`src/cdp_pkg.sv`:
```
// Package: register map, field layout, reset values and carrier types of the clock divider block
package cdp_pkg;

  // ----------------------------------------
  // Register map
  // ----------------------------------------
  localparam logic [3:0] ADDR_CLOCK_DIVISOR_CONTROL = 4'h0;
  localparam logic [3:0] ADDR_PLL_FEEDBACK_DIVISOR = 4'h4;

  // ----------------------------------------
  // Clock divisor control fields
  // ----------------------------------------
  localparam int RECOVER_BIT = 15;
  localparam int RATIO_MSB = 14;
  localparam int RATIO_LSB = 12;
  localparam int ENABLE_BIT = 11;
  localparam int POSTSCALER_MSB = 10;
  localparam int POSTSCALER_LSB = 8;
  localparam int VCO_DIV_MSB = 7;
  localparam int VCO_DIV_LSB = 6;
  localparam int PRE_DIV_MSB = 4;
  localparam int PRE_DIV_LSB = 0;

  // ----------------------------------------
  // Feedback divisor field
  // ----------------------------------------
  localparam int FEEDBACK_MSB = 8;
  localparam logic [8:0] FEEDBACK_OFFSET = 9'h002;

  // ----------------------------------------
  // Reset values and special field codes
  // ----------------------------------------
  localparam logic [2:0] RESET_RATIO = 3'h0;
  localparam logic [2:0] RESET_POSTSCALER = 3'h1;
  localparam logic [1:0] RESET_VCO_DIV = 2'h0;
  localparam logic [4:0] RESET_PRE_DIV = 5'h00;
  localparam logic [8:0] RESET_FEEDBACK = 9'h030;
  localparam logic [1:0] VCO_DIV_RESERVED = 2'h2;
  localparam logic [2:0] RATIO_NONE = 3'h0;
  localparam logic [2:0] POSTSCALER_TOP = 3'h7;
  localparam logic [8:0] FRC_DIVIDE_TOP = 9'h100;

  // ----------------------------------------
  // Carrier types
  // ----------------------------------------
  typedef struct packed {
    logic recover_on_interrupt;
    logic [2:0] proc_clock_reduction_ratio;
    logic reduction_enable;
    logic [2:0] fast_rc_postscaler;
    logic [1:0] vco_output_divider;
    logic [4:0] pll_input_divider;
  } cdp_divisor_type;

  typedef struct packed {
    logic [8:0] post_divide_factor;
    logic [4:0] pll_input_divider;
    logic [9:0] multiplier;
    logic [8:0] fast_rc_divide;
    logic [7:0] proc_divide;
  } cdp_clock_setup_type;

endpackage

```
`src/cdp_clock_divider.sv`:
```
// Clock divider and PLL setting registers with classic Wishbone slave
// Behaviour
// RQ1: With recover-on-interrupt set, any interrupt clears the reduction enable bit, else it is kept.
// RQ2: Writes to the reduction ratio field are ignored while reduction is enabled.
// RQ3: The reduction enable bit cannot be set while the reduction ratio field is 000.
// RQ4: The fast RC postscaler at bits 10-8 divides by two to the code, by 256 at 111, reset code 001.
// RQ5: The clock divisor register returns to defaults only on power-on reset.
// RQ6: The VCO output divider at bits 7-6 selects the PLL postscale and code 10 is reserved.
// RQ7: The feedback divisor at bits 8-0 sets the multiplier as code plus two, default 50.
// RQ8: The feedback divisor register is reset only by power-on reset.
// RQ9: The processor clock divide is two to the ratio while enabled and one while disabled.
// RQ10: The input divider sits in bits 4-0, bit 5 and feedback bits 15-9 read as zero.
module cdp_clock_divider (
  input wire logic CLOCK,
  input wire logic RST_B,
  input wire logic POR_B,
  input wire logic INTERRUPT,
  input wire logic WB_CYC_I,
  input wire logic WB_STB_I,
  input wire logic WB_WE_I,
  input wire logic [3:0] WB_ADR_I,
  input wire logic [3:0] WB_SEL_I,
  input wire logic [31:0] WB_DAT_I,
  output logic [31:0] WB_DAT_O,
  output logic WB_ACK_O,
  output logic WB_ERR_O,
  output cdp_pkg::cdp_clock_setup_type SETUP
);

  // ----------------------------------------
  // Reset synchronisers
  // ----------------------------------------
  logic rst_meta;
  logic rst_sync;
  logic por_meta;
  logic por_sync;

  always_ff @(posedge CLOCK or negedge RST_B) begin
    if (!RST_B) begin
      rst_meta <= 1'b0;
      rst_sync <= 1'b0;
    end else begin
      rst_meta <= 1'b1;
      rst_sync <= rst_meta;
    end
  end

  always_ff @(posedge CLOCK or negedge POR_B) begin
    if (!POR_B) begin
      por_meta <= 1'b0;
      por_sync <= 1'b0;
    end else begin
      por_meta <= 1'b1;
      por_sync <= por_meta;
    end
  end

  // ----------------------------------------
  // Bus decode
  // ----------------------------------------
  logic req;
  logic hit_div;
  logic hit_fbd;
  logic wr_div;
  logic wr_fbd;

  assign req = WB_CYC_I && WB_STB_I && !WB_ACK_O && !WB_ERR_O;
  assign hit_div = WB_ADR_I == cdp_pkg::ADDR_CLOCK_DIVISOR_CONTROL;
  assign hit_fbd = WB_ADR_I == cdp_pkg::ADDR_PLL_FEEDBACK_DIVISOR;
  assign wr_div = req && WB_WE_I && hit_div;
  assign wr_fbd = req && WB_WE_I && hit_fbd;

  always_ff @(posedge CLOCK or negedge rst_sync) begin
    if (!rst_sync) begin
      WB_ACK_O <= 1'b0;
      WB_ERR_O <= 1'b0;
    end else begin
      WB_ACK_O <= req && (hit_div || hit_fbd);
      WB_ERR_O <= req && !(hit_div || hit_fbd);
    end
  end

  // ----------------------------------------
  // Clock divisor control register
  // ----------------------------------------
  cdp_pkg::cdp_divisor_type div;
  logic [2:0] new_ratio;
  logic low_lane;
  logic high_lane;

  assign low_lane = WB_SEL_I[0];
  assign high_lane = WB_SEL_I[1];
  // Ratio held while enabled
  assign new_ratio = (high_lane && !div.reduction_enable) ?
    WB_DAT_I[cdp_pkg::RATIO_MSB:cdp_pkg::RATIO_LSB] : div.proc_clock_reduction_ratio; // [RQ2]

  always_ff @(posedge CLOCK or negedge por_sync) begin
    if (!por_sync) begin // [RQ5]
      div.recover_on_interrupt <= 1'b0;
      div.fast_rc_postscaler <= cdp_pkg::RESET_POSTSCALER; // [RQ4]
      div.vco_output_divider <= cdp_pkg::RESET_VCO_DIV;
      div.pll_input_divider <= cdp_pkg::RESET_PRE_DIV;
      div.proc_clock_reduction_ratio <= cdp_pkg::RESET_RATIO;
      div.reduction_enable <= 1'b0;
    end else begin
      if (wr_div) begin
        if (high_lane) begin
          div.recover_on_interrupt <= WB_DAT_I[cdp_pkg::RECOVER_BIT];
          div.fast_rc_postscaler <= WB_DAT_I[cdp_pkg::POSTSCALER_MSB:cdp_pkg::POSTSCALER_LSB];
        end
        if (low_lane) begin
          div.vco_output_divider <= WB_DAT_I[cdp_pkg::VCO_DIV_MSB:cdp_pkg::VCO_DIV_LSB]; // [RQ6]
          div.pll_input_divider <= WB_DAT_I[cdp_pkg::PRE_DIV_MSB:cdp_pkg::PRE_DIV_LSB]; // [RQ10]
        end
        div.proc_clock_reduction_ratio <= new_ratio; // [RQ2]
      end
      // Enable: interrupt clear beats a software set
      if (INTERRUPT && div.recover_on_interrupt) begin
        div.reduction_enable <= 1'b0; // [RQ1]
      end else if (wr_div && high_lane) begin
        div.reduction_enable <= WB_DAT_I[cdp_pkg::ENABLE_BIT] &&
          (new_ratio != cdp_pkg::RATIO_NONE); // [RQ3]
      end
    end
  end

  // ----------------------------------------
  // PLL feedback divisor register
  // ----------------------------------------
  logic [8:0] fbd;

  always_ff @(posedge CLOCK or negedge por_sync) begin
    if (!por_sync) begin
      fbd <= cdp_pkg::RESET_FEEDBACK; // [RQ8]
    end else if (wr_fbd) begin
      if (high_lane) begin
        fbd[8] <= WB_DAT_I[8];
      end
      if (low_lane) begin
        fbd[7:0] <= WB_DAT_I[7:0];
      end
    end
  end

  // ----------------------------------------
  // Read data
  // ----------------------------------------
  logic read_div;

  always_ff @(posedge CLOCK or negedge rst_sync) begin
    if (!rst_sync) begin
      read_div <= 1'b0;
    end else begin
      read_div <= req && !WB_WE_I && hit_div;
    end
  end

  always_ff @(posedge CLOCK or negedge rst_sync) begin
    if (!rst_sync) begin
      WB_DAT_O <= 32'h0000_0000;
    end else if (req && !WB_WE_I && hit_div) begin
      WB_DAT_O <= {16'h0000, div[14:5], 1'b0, div[4:0]}; // [RQ10]
    end else if (req && !WB_WE_I && hit_fbd) begin
      WB_DAT_O <= {23'h000000, fbd}; // [RQ10]
    end else begin
      WB_DAT_O <= 32'h0000_0000;
    end
  end

  // ----------------------------------------
  // Clock setup outputs
  // ----------------------------------------
  logic setup_live;

  always_ff @(posedge CLOCK or negedge rst_sync) begin
    if (!rst_sync) begin
      setup_live <= 1'b0;
    end else begin
      setup_live <= 1'b1;
    end
  end

  always_ff @(posedge CLOCK or negedge rst_sync) begin
    if (!rst_sync) begin
      SETUP <= '0;
    end else begin
      SETUP.post_divide_factor <= 9'h002 << div.vco_output_divider; // [RQ6]
      SETUP.pll_input_divider <= div.pll_input_divider; // [RQ10]
      SETUP.multiplier <= {1'b0, fbd} + {1'b0, cdp_pkg::FEEDBACK_OFFSET}; // [RQ7]
      SETUP.fast_rc_divide <= (div.fast_rc_postscaler == cdp_pkg::POSTSCALER_TOP) ?
        cdp_pkg::FRC_DIVIDE_TOP : (9'h001 << div.fast_rc_postscaler); // [RQ4]
      SETUP.proc_divide <= div.reduction_enable ?
        (8'h01 << div.proc_clock_reduction_ratio) : 8'h01; // [RQ9]
    end
  end
endmodule

```
`config.mk`:
```
export PLATFORM = sky130hd
export DESIGN_NAME = cdp_clock_divider
export DESIGN_NICKNAME = d
export VERILOG_FILES = /design/src/cdp_pkg.sv /design/src/cdp_clock_divider.sv
export SDC_FILE = /design/constraint.sdc
export NUM_CORES = 1
export LEC_CHECK = 0
export BUFFER_PORTS_ARGS = -buffer_cell sky130_fd_sc_hd__buf_2
export CORE_UTILIZATION = 44
export DETAILED_ROUTE_END_ITERATION = 7
export PLACE_DENSITY_LB_ADDON = 0.25
export SLEW_MARGIN = 30
export SYNTH_ARGS = -nofsm -noshare
export SYNTH_HDL_FRONTEND = slang
export SYNTH_SLANG_ARGS = --single-unit
```
`constraint.sdc`:
```
create_clock -name CLOCK -period 1.75 [get_ports CLOCK]
set_input_delay 0.175 -clock CLOCK [delete_from_list [all_inputs] [get_ports CLOCK]]
set_output_delay 0.175 -clock CLOCK [all_outputs]
set_load 0.02 [all_outputs]
```
## Yosys cells after proc, flatten, opt, wreduce, memory -nomap -nowiden

Index checks and enable logic that the tools add are counted.

- Register bits: 103
- Output and inout port bits: 75
- Input port bits: 47

- Eq/ne operators: 2
- Shift-type cells: 3
- Reductions and logical operators: 28
- Muxes and demuxes: 7
- Add/subtract/negate cells: 1

Operators by type and width:

| operator | count |
|---|---|
| 2-to-1 mux 9 bit | 2 |
| 2-to-1 mux 16 bit | 1 |
| logical AND 1 bit | 15 |
| adder 9 x 2 -> 10 bit (second input constant) | 1 |
| left shift 1 x 3 -> 9 bit (first input constant) | 1 |
| left shift 2 x 2 -> 9 bit (first input constant) | 1 |
| 2-to-1 mux 8 bit | 1 |
| AND reduction 2 bit | 4 |
| left shift 1 x 3 -> 8 bit (first input constant) | 1 |
| logical NOT 1 bit | 5 |
| == test 4 x 3 -> 1 bit (second input constant) | 1 |
| logical NOT 4 bit | 1 |
| == test 3 bit (second input constant) | 1 |
| 2-to-1 mux 3 bit | 1 |
| nonzero test 3 bit | 1 |
| 2-to-1 mux 1 bit | 2 |
| nonzero test 2 bit | 1 |
| logical OR 1 bit | 1 |

## Logic depth before layout (Yosys ltp)

Gate-level depths: netlist of the first run.

- Depth after elaboration: 8
- Gate-level depth with buffers: 5
- Depth with buffers taken out: 4

## Worst setup path after synthesis of the first run

No wires, ideal clock.

- Kind: register to register
- From: register WB_ERR_O
- To: register fbd[0]
- Required time: 1.625 ns
- Slack: -0.153 ns
- Arrival: 1.778 ns
- Setup time: 0.125 ns
- Clock period less this slack: 1.903 ns
- Cell stages (with the launch flop): 6
- Path buffers: 2
- Cell sequence: dfrtp_1 > nand4bb_1 > buf_2 > or4_4 > buf_6 > mux2_4

- Longest elaborated chain between the ends: 5

Ends and longest elaborated chain:

| element | RTL line | source |
|---|---|---|
| start: declaration | cdp_clock_divider.sv:26 | `output logic WB_ERR_O,` |
| start signal: assignment | cdp_clock_divider.sv:79 | `WB_ERR_O <= req && !(hit_div \|\| hit_fbd);` |
| logical NOT 1 bit | cdp_clock_divider.sv:67 | `assign req = WB_CYC_I && WB_STB_I && !WB_ACK_O && !WB_ERR_O;` |
| logical AND 1 bit | cdp_clock_divider.sv:67 |  |
| logical AND 1 bit (2 in series) | cdp_clock_divider.sv:71 | `assign wr_fbd = req && WB_WE_I && hit_fbd;` |
| AND reduction 2 bit (no line) | - |  |
| end signal: assignment | cdp_clock_divider.sv:134 | `fbd <= cdp_pkg::RESET_FEEDBACK;` |
| end signal: assignment | cdp_clock_divider.sv:140 | `fbd[7:0] <= WB_DAT_I[7:0];` |
| end: declaration | cdp_clock_divider.sv:130 | `logic [8:0] fbd;` |

No other way between the ends.
A chain may end at the register's enable or synchronous reset.

## Final worst setup path of the first run

- From: register WB_ACK_O
- To: register fbd[7]

- Longest elaborated chain between the ends: 6

Ends and longest elaborated chain:

| element | RTL line | source |
|---|---|---|
| start: declaration | cdp_clock_divider.sv:25 | `output logic WB_ACK_O,` |
| start signal: assignment | cdp_clock_divider.sv:78 | `WB_ACK_O <= req && (hit_div \|\| hit_fbd);` |
| logical NOT 1 bit | cdp_clock_divider.sv:67 |  |
| logical AND 1 bit (2 in series) | cdp_clock_divider.sv:67 |  |
| logical AND 1 bit (2 in series) | cdp_clock_divider.sv:71 |  |
| AND reduction 2 bit (no line) | - |  |

No other way between the ends.

==> results.txt, run 1 <==
----------------------------------------------------
[Clock network]
  Clock tree buffer depth ... 2
  Clock buffer count from CTS ... 9
  CTS tree ... yes
  Htree depth ... 3
  Source-to-sink clock delay at the later pin of the worst-skew pair ... ~0.35 ns
  Clk sinks ... 81
  Clock transition at the registers of the reported paths ... approximately 0.08 ns
  CTS Root Buffer Type ... clkbuf_8

[Power]
  Total power after layout ... about 3.9 mW
  Worst voltage drop across the vdd grid ... approximately 0.00046 V
  Power Density ... ~990 mW/mm2
  Static power due to leakage ... between 2 and 2.5 nW

[Logic synthesis]
  Post-synth EDFFs ... 0
  Post-synthesis instance area ... between 0.003 and 0.004 mm2
  Post-Synthesis Cells ... between 200 and 250
  Share of async-settable or async-resettable flops after synthesis ... 1.00
  Synth Warn # ... 0
  Main flop type after synthesis ... dfrtp_1
  Syn Area/Cell ... approximately 14 um2
  Count of unique library cells instantiated by Yosys ... 37
  Proportion of synthesized chip area in sequential cells ... 0.641
  Synthesized flop and latch total ... 81

[Place]
  Count of buffers inserted at the top-level ports ... between 80 and 90
  Final weighted congestion in routability-driven placement ... a little over 0.7
  Post-place setup slack ... -0.0114 ns
  Placement-stage cell area ... around 0.0037 mm2
  Placed wire-length estimate after detailed placement ... about 4000 um

[Routing]
  Antenna violation net count after detailed routing ... 0
  TritonRoute pass-1 iters ... 4
  Post-DR vias/cell ... about 4.5
  DRT Wirelength ... 5480 um
  WL per Instance ... 12.8 um
  Count of vias placed by the detailed router ... between 1500 and 2000
  DRT iter0 DRCs ... 36
  Total DRC errors in the routed layout ... 0

[Die]
  Standard-cell rows ... 30
  Floorplan die area ... around 0.0075 mm2
  Starting density of the core ... 0.461
  Die width ... roughly 87 um
  Height of the die ... about 87 um
  Number of top-level design ports ... approximately 120
  Area of the placeable core ... slightly below 0.007 mm2

[STA]
  Headroom to the max-slew limit ... 0.644
  Maximum clock rate ... about 0.60 GHz
  Final total negative setup slack ... 0 ns
  Share of the clock period used by the worst path ... 0.947
  Number of max-slew violations in the final report ... 0
  Minimum period implied by the final worst setup slack ... 1.66 ns
  Transition at the pin with the smallest max-transition slack ... around 0.53 ns
  Unrepaired setup endpoints after global routing ... false
  Final count of negative-setup-slack endpoints ... 0
  Final count of hold timing violations ... 0
  Post-route setup slack ... just over 0.09 ns
  Layout Skew ... approximately 0.0093 ns

[Global routing]
  Overflow after GRT ... 0
  Global-route total usage across every layer ... 0.154
  Wire length of the first global-routing pass ... ~8500 um
  Initial antenna violation count ... 0
  Vias in the first global route ... between 1500 and 2000
  Pin count of the biggest net entering global routing ... 31

[Cells and area]
  Layout cell share with drive strength beyond 1 ... 0.432
  Post-layout net count ... approximately 370
  Post-layout instance area ... between 0.003 and 0.004 mm2
  Antenna Cells ... 0
  Area growth syn-to-layout ... 23.9%

[Worst setup path]
  Endpoint arrival time on the critical path ... ~1.9 ns
  Worst setup path startpoint ... WB_ACK_O$_DFF_PN0_
  CP Max Fanout ... 8
  Crit Path Category ... register to register
  Worst setup slack for register-to-register paths ... a little over 0.09 ns
  Count of cells along the worst register-to-register path ... 3
  Source of the worst register-to-register timing path ... WB_ACK_O$_DFF_PN0_
  Sort of element at the end of the critical path ... register
  Required arrival time at the worst endpoint ... about 2.0 ns
  R2r endpoint ... fbd[7]$_DFFE_PN0P_
  Kind of start point of the critical path ... register

[Min path]
  Class of the tightest hold or removal check ... input pin to register
  Worst hold path stage count ... 2
  Min-delay src ... WB_DAT_I[4]
  Hold Path End ... fbd[4]$_DFFE_PN1P_

[Run]
  Count of max-cap constraint violations ... 0

[Status]
  Run status ... finished, final reports clean

----------------------------------------------------
==> cell usage after synthesis, types with 3 or more instances <==
library cell  count  area share
xnor2_1           4       0.011
mux2i_1           9       0.028
buf_4            22       0.052
clkbuf_1          4      0.0047
nand2_1          10       0.012
dfrtp_1          78        0.62
nor3_1            3      0.0047
and3_1            3      0.0059
nor4_4            3       0.020
and2_1            9       0.018
nor3b_1           3      0.0071
mux2_4            8       0.038
nand2b_1          4      0.0079
dfstp_2           3       0.025
mux2_2           15       0.053
inv_1             4      0.0047
nor2b_1           3      0.0059
nor2_1           19       0.023
==> logic make-up (layout without fill, tap and decap cells) <==
kind of cell | Yosys count | after routing | synth area share
buffers and inverters | 34 | 114 | 0.0695
adder cells (fa/ha/maj) | 1 | 1 | 0.00395
XOR/XNOR | 6 | 6 | 0.0166
other | 2 | 24 | 0.00237
AO/OA/AOI/OAI | 3 | 3 | 0.00711
flip-flops | 81 | 81 | 0.641
multiplexers | 32 | 32 | 0.120
AND/OR/NAND/NOR | 70 | 70 | 0.140
==> per-layer routing <==
metal	wire length (um)	global-route usage	vias to the layer above	part of all wire
met3	253	0.0303	9	0.046
met2	2620	0.235	68	0.48
met1	2500	0.207	917	0.46
met4	104	0.0864	0	0.019
met5	0	0	-	0
li1	-	-	909	-
==> per-stage QoR <==
| step | util | instances | hold WS [ns] |
|---|---|---|---|
| after floorplan | - | 251 | -0.121 |
| after global placement | 0.534 | 409 | -0.0361 |
| after detailed placement | 0.534 | 409 | -0.0364 |
| after CTS | 0.571 | 427 | 0.0474 |
| after global routing | 0.572 | 427 | 0.0485 |
| final | 0.572 | 427 | 0.0649 |
==> critical path, stage by stage, from the launching register on <==
cell,delay [ns]
dfrtp_1,0.39
nand4bb_4,0.26
or4_4,0.56
mux2_4,0.34
==> cell usage in the layout, fill, tap and decap left out, types with 2 or more instances in the layout <==
cell type,synthesis,final
and2_1,9,9
and3_1,3,3
and3b_1,2,2
buf_2,2,81
buf_4,22,9
bufinv_16,0,2
clkbuf_8,0,9
clkinvlp_4,0,3
conb_1,2,24
dfrtp_1,78,77
dfstp_2,3,3
dlygate4sd3_1,0,2
inv_1,4,4
mux2_2,15,15
mux2_4,8,8
mux2i_1,9,9
nand2_1,10,10
nand2b_1,4,4
nand3_1,2,2
nor2_1,19,19
nor2b_1,3,3
nor3_1,3,3
nor3b_1,3,3
nor4_4,3,3
or4b_2,2,2
xnor2_1,4,4
xor2_1,2,2
==> final cells by class <==
| type | instances | area (um2) |
|---|---|---|
| Clock inverter | 6 | 91.3 |
| Fill cell | 591 | 2940 |
| Timing Repair Buffer | 94 | 524 |
| Clock buffer | 10 | 128 |
| Multi-Input combinational cell | 136 | 1020 |
| Sequential cell | 81 | 2030 |
| Inverter | 4 | 15.0 |
| Tap cell | 96 | 120 |
==> worst max-delay path by stage <==
stage / end
final: fbd[7]$_DFFE_PN0P_
after global routing: div[12]$_DFFE_PN0N_
after detailed placement: div[2]$_DFFE_PN0P_
after CTS: div[0]$_DFFE_PN0P_
after floorplan: fbd[0]$_DFFE_PN0P_
after global placement: div[3]$_DFFE_PN0P_
==> state kept, by name, summed over array words and instances (netlist names) <==
register and count:
WB_DAT_O 16, WB_ACK_O 1, WB_ERR_O 1, rst_meta 1, fbd 9, SETUP 35, div 15, por_sync 1
rst_sync 1, por_meta 1
==> report_power, final <==
group,internal (mW),switching [mW]
clock network,0.808,0.659
logic,0.148,0.209
registers,1.96,0.0845
==> timing repair <==
item / CTS / global route
hold endpoints to repair: 4 / 0
hold buffers: 2 / 0
setup endpoints to repair: 5 / 5
resized for setup: 1 / 1
pin swaps: 0 / 1
buffers inserted: 0 / 0
Note: power is estimated with default switching activity, not from simulation.
==> inputs of run 2 (changes only) <==
CTS_BUF_LIST = sky130_fd_sc_hd__clkbuf_4 sky130_fd_sc_hd__clkbuf_8 sky130_fd_sc_hd__clkbuf_16   (was default)
SETUP_SLACK_MARGIN = 0.1   (was default)
==> run 2 against run 1 <==
Effect of this change:
- clock power fell by 12%
- non-clock buffer count did not move
- utilization rose by 0.18 points
==> results.txt, run 2 (same netlist as run 1, synthesis figures left out) <==
----------------------------------------------------
[Global routing]
  Global-route total usage across every layer ... 0.164
  Wire length of the first global-routing pass ... 9050 um
  Pin count of the biggest net entering global routing ... 29
  Initial antenna violation count ... 0
  Overflow after GRT ... 0
  Vias in the first global route ... roughly 1800

[Clock network]
  Source-to-sink clock delay at the later pin of the worst-skew pair ... 0.34 ns
  Htree depth ... 3
  CTS Root Buffer Type ... clkbuf_8
  Clk sinks ... a little over 80
  Clock buffer count from CTS ... 9
  Clock transition at the registers of the reported paths ... approximately 0.080 ns
  Clock tree buffer depth ... 2
  CTS tree ... yes

[Cells and area]
  Number of flip-flops under the largest register name ... 35
  Layout Cells excl Fill ... approximately 430
  Post-layout net count ... 374
  Layout cell share with drive strength beyond 1 ... 0.438
  Register ranked first by flip-flop count ... SETUP
  Fraction of the core area covered by cells at the end of the flow ... 0.573
  Most frequent cells in the layout ... 81 x buf_2, 77 x dfrtp_1, 24 x conb_1
  Largest registers in the final layout ... SETUP: 35 flops, WB_DAT_O: 16 flops, div: 15 flops
  Post-layout instance area ... between 0.003 and 0.004 mm2
  Antenna Cells ... 0
  Area growth syn-to-layout ... 24.3%
  Most frequent standard cell in the layout excluding fill and tap cells ... buf_2

[Worst setup path]
  Cell chain of the critical path ... nand4bb_4, or4_4, mux2_4
  Kind of start point of the critical path ... register
  CP Max Fanout ... 8
  Sort of element at the end of the critical path ... register
  Number of buffer and inverter stages on the critical path ... 0
  Cell with the largest stage delay on the worst path ... or4_4
  Count of cells along the worst register-to-register path ... 3
  Total stage count of the critical path ... 3
  Endpoint arrival time on the critical path ... ~1.9 ns
  Required arrival time at the worst endpoint ... about 2.0 ns
  Crit Path Category ... register to register
  Cell family contributing the most delay on the critical path ... simple AND/OR/NAND/NOR gates
  CP max stage delay ... between 0.5 and 0.6 ns

[Power]
  Sw Ratio ... 0.249
  Logic pwr share ... 0.099
  Worst voltage drop across the vdd grid ... 0.000505 V
  Proportion of power drawn by flip-flops and latches ... 0.551
  Share of total power in the clock network ... 0.350
  Power Density ... about 940 mW/mm2
  Static power due to leakage ... ~2.1 nW
  Power spent charging and discharging nets ... about 930 uW
  Total power after layout ... ~3.7 mW
  Int Pwr ... around 2.8 mW

[STA]
  Post-route setup slack ... between 0.1 and 0.15 ns
  Number of max-slew violations in the final report ... 0
  Minimum period implied by the final worst setup slack ... about 1.6 ns
  Final total negative setup slack ... 0 ns
  Share of the clock period used by the worst path ... 0.932
  Unrepaired setup endpoints after global routing ... true
  Headroom to the max-slew limit ... 0.590
  Transition at the pin with the smallest max-transition slack ... ~0.61 ns
  Final count of negative-setup-slack endpoints ... 0
  Maximum clock rate ... ~0.61 GHz
  Final count of hold timing violations ... 0
  Layout Skew ... between 0.009 and 0.01 ns
  Worst hold slack across all endpoints ... around 0.075 ns

[Routing]
  Total DRC errors in the routed layout ... 0
  Count of vias placed by the detailed router ... 1884
  DRT Wirelength ... around 5500 um
  WL per Instance ... 13.0 um
  TritonRoute pass-1 iters ... 4
  DRT iter0 DRCs ... 50
  Antenna violation net count after detailed routing ... 0
  Post-DR vias/cell ... roughly 4.4

[Die]
  Number of top-level design ports ... around 120
  Standard-cell rows ... 30
  Height of the die ... about 87 um
  Die width ... slightly below 90 um
  Area of the placeable core ... just under 0.007 mm2
  Starting density of the core ... 0.461
  Floorplan die area ... approximately 0.0075 mm2

[Place]
  Final weighted congestion in routability-driven placement ... 0.700
  Post-place setup slack ... around 0.0069 ns
  Placement-stage cell area ... roughly 0.0037 mm2
  Count of buffers inserted at the top-level ports ... 81
  Count of placed standard cells including taps ... 407
  Placed wire-length estimate after detailed placement ... between 3000 and 4000 um

[Run]
  Count of max-cap constraint violations ... 0

[Min path]
  Class of the tightest hold or removal check ... input pin to register
  Worst hold path stage count ... 2

[Status]
  Run status ... finished, final reports clean

----------------------------------------------------
-- run 2: cell types whose count changed in the layout (fill, tap and decap cells not counted), sizes merged --
| cell | delta |
|---|---|
| bufinv | -1 |
| clkinvlp | -1 |
| inv | -1 |
| clkinv | +3 |
-- run 2: power groups by stage --
stage	clock (mW)	sequential, mW	combinational [mW]
after floorplan	0	2.13	0.212
after global placement	0	2.08	0.353
after detailed placement	0	2.08	0.358
after CTS	1.35	2.05	0.368
after global routing	1.43	2.06	0.401
final	1.30	2.05	0.367
-- run 2: layer usage --
| layer | track usage | share of wire |
|---|---|---|
| met3 | 0.0455 | 0.056 |
| met2 | 0.266 | 0.49 |
| met4 | 0.0939 | 0.023 |
| met5 | 0 | 0 |
| met1 | 0.198 | 0.43 |
-- run 2: cell type report --
class | instances | area, um2
clock buffers | 10 | 131
fillers | 616 | 2930
well taps | 96 | 120
clock inverters | 6 | 60.1
flip-flops and latches | 81 | 2030
repair buffers | 94 | 541
inverters | 4 | 15.0
multi-input cells | 136 | 1040
-- run 2: worst paths after layout --
kind                                 endpoint  slack [ns]               start
setup / recovery           fbd[3]$_DFFE_PN0P_        0.12  WB_ACK_O$_DFF_PN0_
min in group asynchronous  rst_sync$_DFF_PN0_        0.14               RST_B
setup reg to reg           fbd[3]$_DFFE_PN0P_        0.12  WB_ACK_O$_DFF_PN0_
hold reg to reg            div[5]$_DFFE_PN0P_        0.22  por_sync$_DFF_PN0_
max in group asynchronous  SETUP[4]$_DFF_PN0_        0.92  rst_sync$_DFF_PN0_
hold / removal             fbd[5]$_DFFE_PN1P_        0.08         WB_DAT_I[5]
-- run 2: repair_timing --
item	in CTS	in global routing
endpoints found under the hold margin	4	0
pin swaps	1	2
resized for setup	2	2
endpoints found under the setup margin	13	17
hold buffers	2	0
setup buffers	0	2
==> inputs of run 3 (changes only) <==
ABC_AREA = 1   (was default)
CORE_MARGIN = 3   (was default)
CORE_UTILIZATION = 43   (was 44)
==> run 3 against run 2 <==
Effect of this change:
- sequential share of layout area grew 2.4 points
- clock skew fell by 0.0020 ns
- sequential power is essentially flat
- utilization shrank 2.9 points
- combinational power is 5% higher
- worst setup slack better by 0.16 ns
- clock-buffer cell count is 1 higher
- total power shrank 2.4%
- cell area fell by 4.5%
- cell count up 12%
- global-route usage shrank 1.3 points
- largest power group unchanged
==> results.txt, run 3 <==
----------------------------------------------------
[Worst setup path]
  Worst setup slack for register-to-register paths ... around 0.28 ns
  Required arrival time at the worst endpoint ... 1.97 ns
  Kind of start point of the critical path ... register
  Crit Path Category ... register to register
  Source of the worst register-to-register timing path ... WB_ACK_O$_DFF_PN0_
  Count of cells along the worst register-to-register path ... 6
  R2r endpoint ... fbd[1]$_DFFE_PN0P_
  Endpoint arrival time on the critical path ... 1.69 ns
  Sort of element at the end of the critical path ... register
  CP Max Fanout ... 15

[Global routing]
  Global-route total usage across every layer ... 0.151
  Initial antenna violation count ... 0
  Global routing's busiest layer ... met2
  Overflow after GRT ... 0
  Vias in the first global route ... 2065
  Pin count of the biggest net entering global routing ... 54
  GRT met2 Usage ... 0.236
  Wire length of the first global-routing pass ... ~10000 um
  Met1 Usage GRT ... 0.192
  Global routing usage on met3 ... 0.0481

[Clock network]
  CTS tree ... yes
  CTS Root Buffer Type ... clkbuf_8
  Source-to-sink clock delay at the later pin of the worst-skew pair ... between 0.3 and 0.4 ns
  Clock tree buffer depth ... 2
  Clock buffer count from CTS ... 9
  Htree depth ... 3
  Clk sinks ... 81
  Clock transition at the registers of the reported paths ... 0.08 ns

[STA]
  Number of max-slew violations in the final report ... 0
  Final total negative setup slack ... 0 ns
  Layout Skew ... 0.00789 ns
  Unrepaired setup endpoints after global routing ... false
  Final count of hold timing violations ... 0
  Share of the clock period used by the worst path ... 0.839
  Worst hold slack across all endpoints ... 0.0495 ns
  Final count of negative-setup-slack endpoints ... 0
  Maximum clock rate ... about 0.68 GHz
  Minimum period implied by the final worst setup slack ... 1.47 ns

[Die]
  Standard-cell rows ... 30
  Die width ... a little over 90 um
  Height of the die ... roughly 90 um
  Number of top-level design ports ... between 100 and 150
  Floorplan die area ... 0.00829 mm2
  Area of the placeable core ... roughly 0.007 mm2
  Starting density of the core ... 0.450

[Logic synthesis]
  Cell type with the highest aggregate area in the netlist ... dfrtp_1
  Post-synthesis instance area ... 0.00311 mm2
  Dominant cells by area after synthesis ... dfrtp_1 63%, buf_4 5.3%, nand2_1 5.3%, inv_1 4.0%, nor2_1 2.8%
  Count of unique library cells instantiated by Yosys ... 27
  Cell with the most instances after synthesis ... dfrtp_1
  Syn Area/Cell ... around 11 um2
  Proportion of synthesized chip area in sequential cells ... 0.653
  Main flop type after synthesis ... dfrtp_1
  Post-Synthesis Cells ... between 200 and 300
  Proportion of netlist area held by the largest area contributor ... 0.628
  Most numerous cell types in the synthesized netlist ... 78 x dfrtp_1, 44 x nand2_1, 33 x inv_1
  Share of async-settable or async-resettable flops after synthesis ... 1.00
  Synth Warn # ... 0
  Synthesized flop and latch total ... 81
  Post-synth EDFFs ... 0

[Cells and area]
  Post-layout net count ... roughly 430
  Number of flip-flops under the largest register name ... 35
  Largest registers in the final layout ... SETUP: 35 flops, WB_DAT_O: 16 flops, div: 15 flops
  Most frequent standard cell in the layout excluding fill and tap cells ... buf_2
  Layout cell share with drive strength beyond 1 ... 0.326
  Count of filler cells inserted in the layout ... between 600 and 700
  Register ranked first by flip-flop count ... SETUP
  Fraction of the core area covered by cells at the end of the flow ... 0.545
  Most frequent cells in the layout ... 81 x buf_2, 77 x dfrtp_1, 44 x nand2_1
  Antenna Cells ... 0
  Area growth syn-to-layout ... 21.0%

[Routing]
  Total DRC errors in the routed layout ... 0
  Antenna violation net count after detailed routing ... 0
  TritonRoute pass-1 iters ... 4
  Post-DR vias/cell ... between 4 and 5
  Count of vias placed by the detailed router ... between 2000 and 2500
  DRT iter0 DRCs ... a little over 90
  DRT Wirelength ... between 5000 and 6000 um
  WL per Instance ... between 10 and 15 um

[Place]
  Final weighted congestion in routability-driven placement ... 0.795
  Count of buffers inserted at the top-level ports ... a little over 80
  Placed wire-length estimate after detailed placement ... ~4100 um

[Power]
  Total power after layout ... approximately 3.6 mW
  Power Density ... a little under 1000 mW/mm2
  Static power due to leakage ... about 2.1 nW
  Worst voltage drop across the vdd grid ... between 0.0004 and 0.0005 V

[Run]
  Count of max-cap constraint violations ... 0

[Status]
  Run status ... finished, final reports clean

[Min path]
  Min-delay src ... WB_DAT_I[15]
  Class of the tightest hold or removal check ... input pin to register
  Worst hold path stage count ... 3
  Hold Path End ... div[14]$_DFFE_PN0P_

----------------------------------------------------
[run 3: critical path, stage by stage, from the launching register on]
cell,delay (ns)
dfrtp_1,0.39
nor2_1,0.15
nand3_1,0.18
nor2_4,0.19
nand2_2,0.24
nand2_1,0.15
o21ai_2,0.06
[run 3: metrics by stage]
stage                     setup WS (ns)  std cells  area (um2)
after floorplan                   0.105        307        3190
after global placement            0.315        462        3560
after detailed placement          0.262        462        3560
after CTS                         0.238        480        3760
after global routing              0.146        480        3760
final                             0.282        480        3760
[run 3: power by group]
group / internal, mW / total, mW / switching [mW] / leakage, nW
Sequential: 1.97 / 2.03 / 0.0580 / 1.07
Clock: 0.564 / 1.21 / 0.645 / 0.0848
Combinational: 0.118 / 0.385 / 0.268 / 0.900
Total: 2.65 / 3.62 / 0.970 / 2.05
[run 3: cell families after synthesis]
kind of cell,synth area share
AOI/OAI and AO/OA,0.0612
xor gates and xnor gates,0.0169
adders and majority gates,0.00402
buffers and inverters,0.101
DFF,0.653
other,0.00242
and+or+nand+nor,0.161
[run 3: final cells by class]
type                       instances  area, um2  share of cell area
tap                               96        120              0.0319
clock inverter                     5       32.5             0.00865
timing repair buffer              85        453               0.120
sequential                        81       2030               0.540
inverter                          35        133              0.0353
multi-input combinational        167        847               0.225
clock buffer                      11        145              0.0386
[run 3: worst max-delay path by stage]
stage | start | cells after the start | end | slack [ns]
floorplan | rst_sync$_DFF_PN0_ | 0 | SETUP[0]$_DFF_PN0_ | 0.11
global placement | WB_ACK_O$_DFF_PN0_ | 6 | fbd[3]$_DFFE_PN0P_ | 0.31
detailed placement | WB_ACK_O$_DFF_PN0_ | 6 | fbd[6]$_DFFE_PN0P_ | 0.26
CTS | WB_ACK_O$_DFF_PN0_ | 6 | fbd[6]$_DFFE_PN0P_ | 0.24
global route | WB_ACK_O$_DFF_PN0_ | 6 | fbd[2]$_DFFE_PN0P_ | 0.15
finish | WB_ACK_O$_DFF_PN0_ | 6 | fbd[1]$_DFFE_PN0P_ | 0.28
[run 3: what timing repair did]
| action | 4_1_cts | 5_1_grt |
|---|---|---|
| buffers inserted | 0 | 0 |
| endpoints found under the hold margin | 4 | 0 |
| hold buffers | 2 | 0 |
| gates resized for setup | 0 | 0 |
[run 3: routing by layer]
| metal | wire [um] | vias to the layer above |
|---|---|---|
| met5 | 0 | - |
| met4 | 110 | 0 |
| met3 | 427 | 10 |
| met2 | 2700 | 91 |
| met1 | 2530 | 964 |
| li1 | - | 1040 |
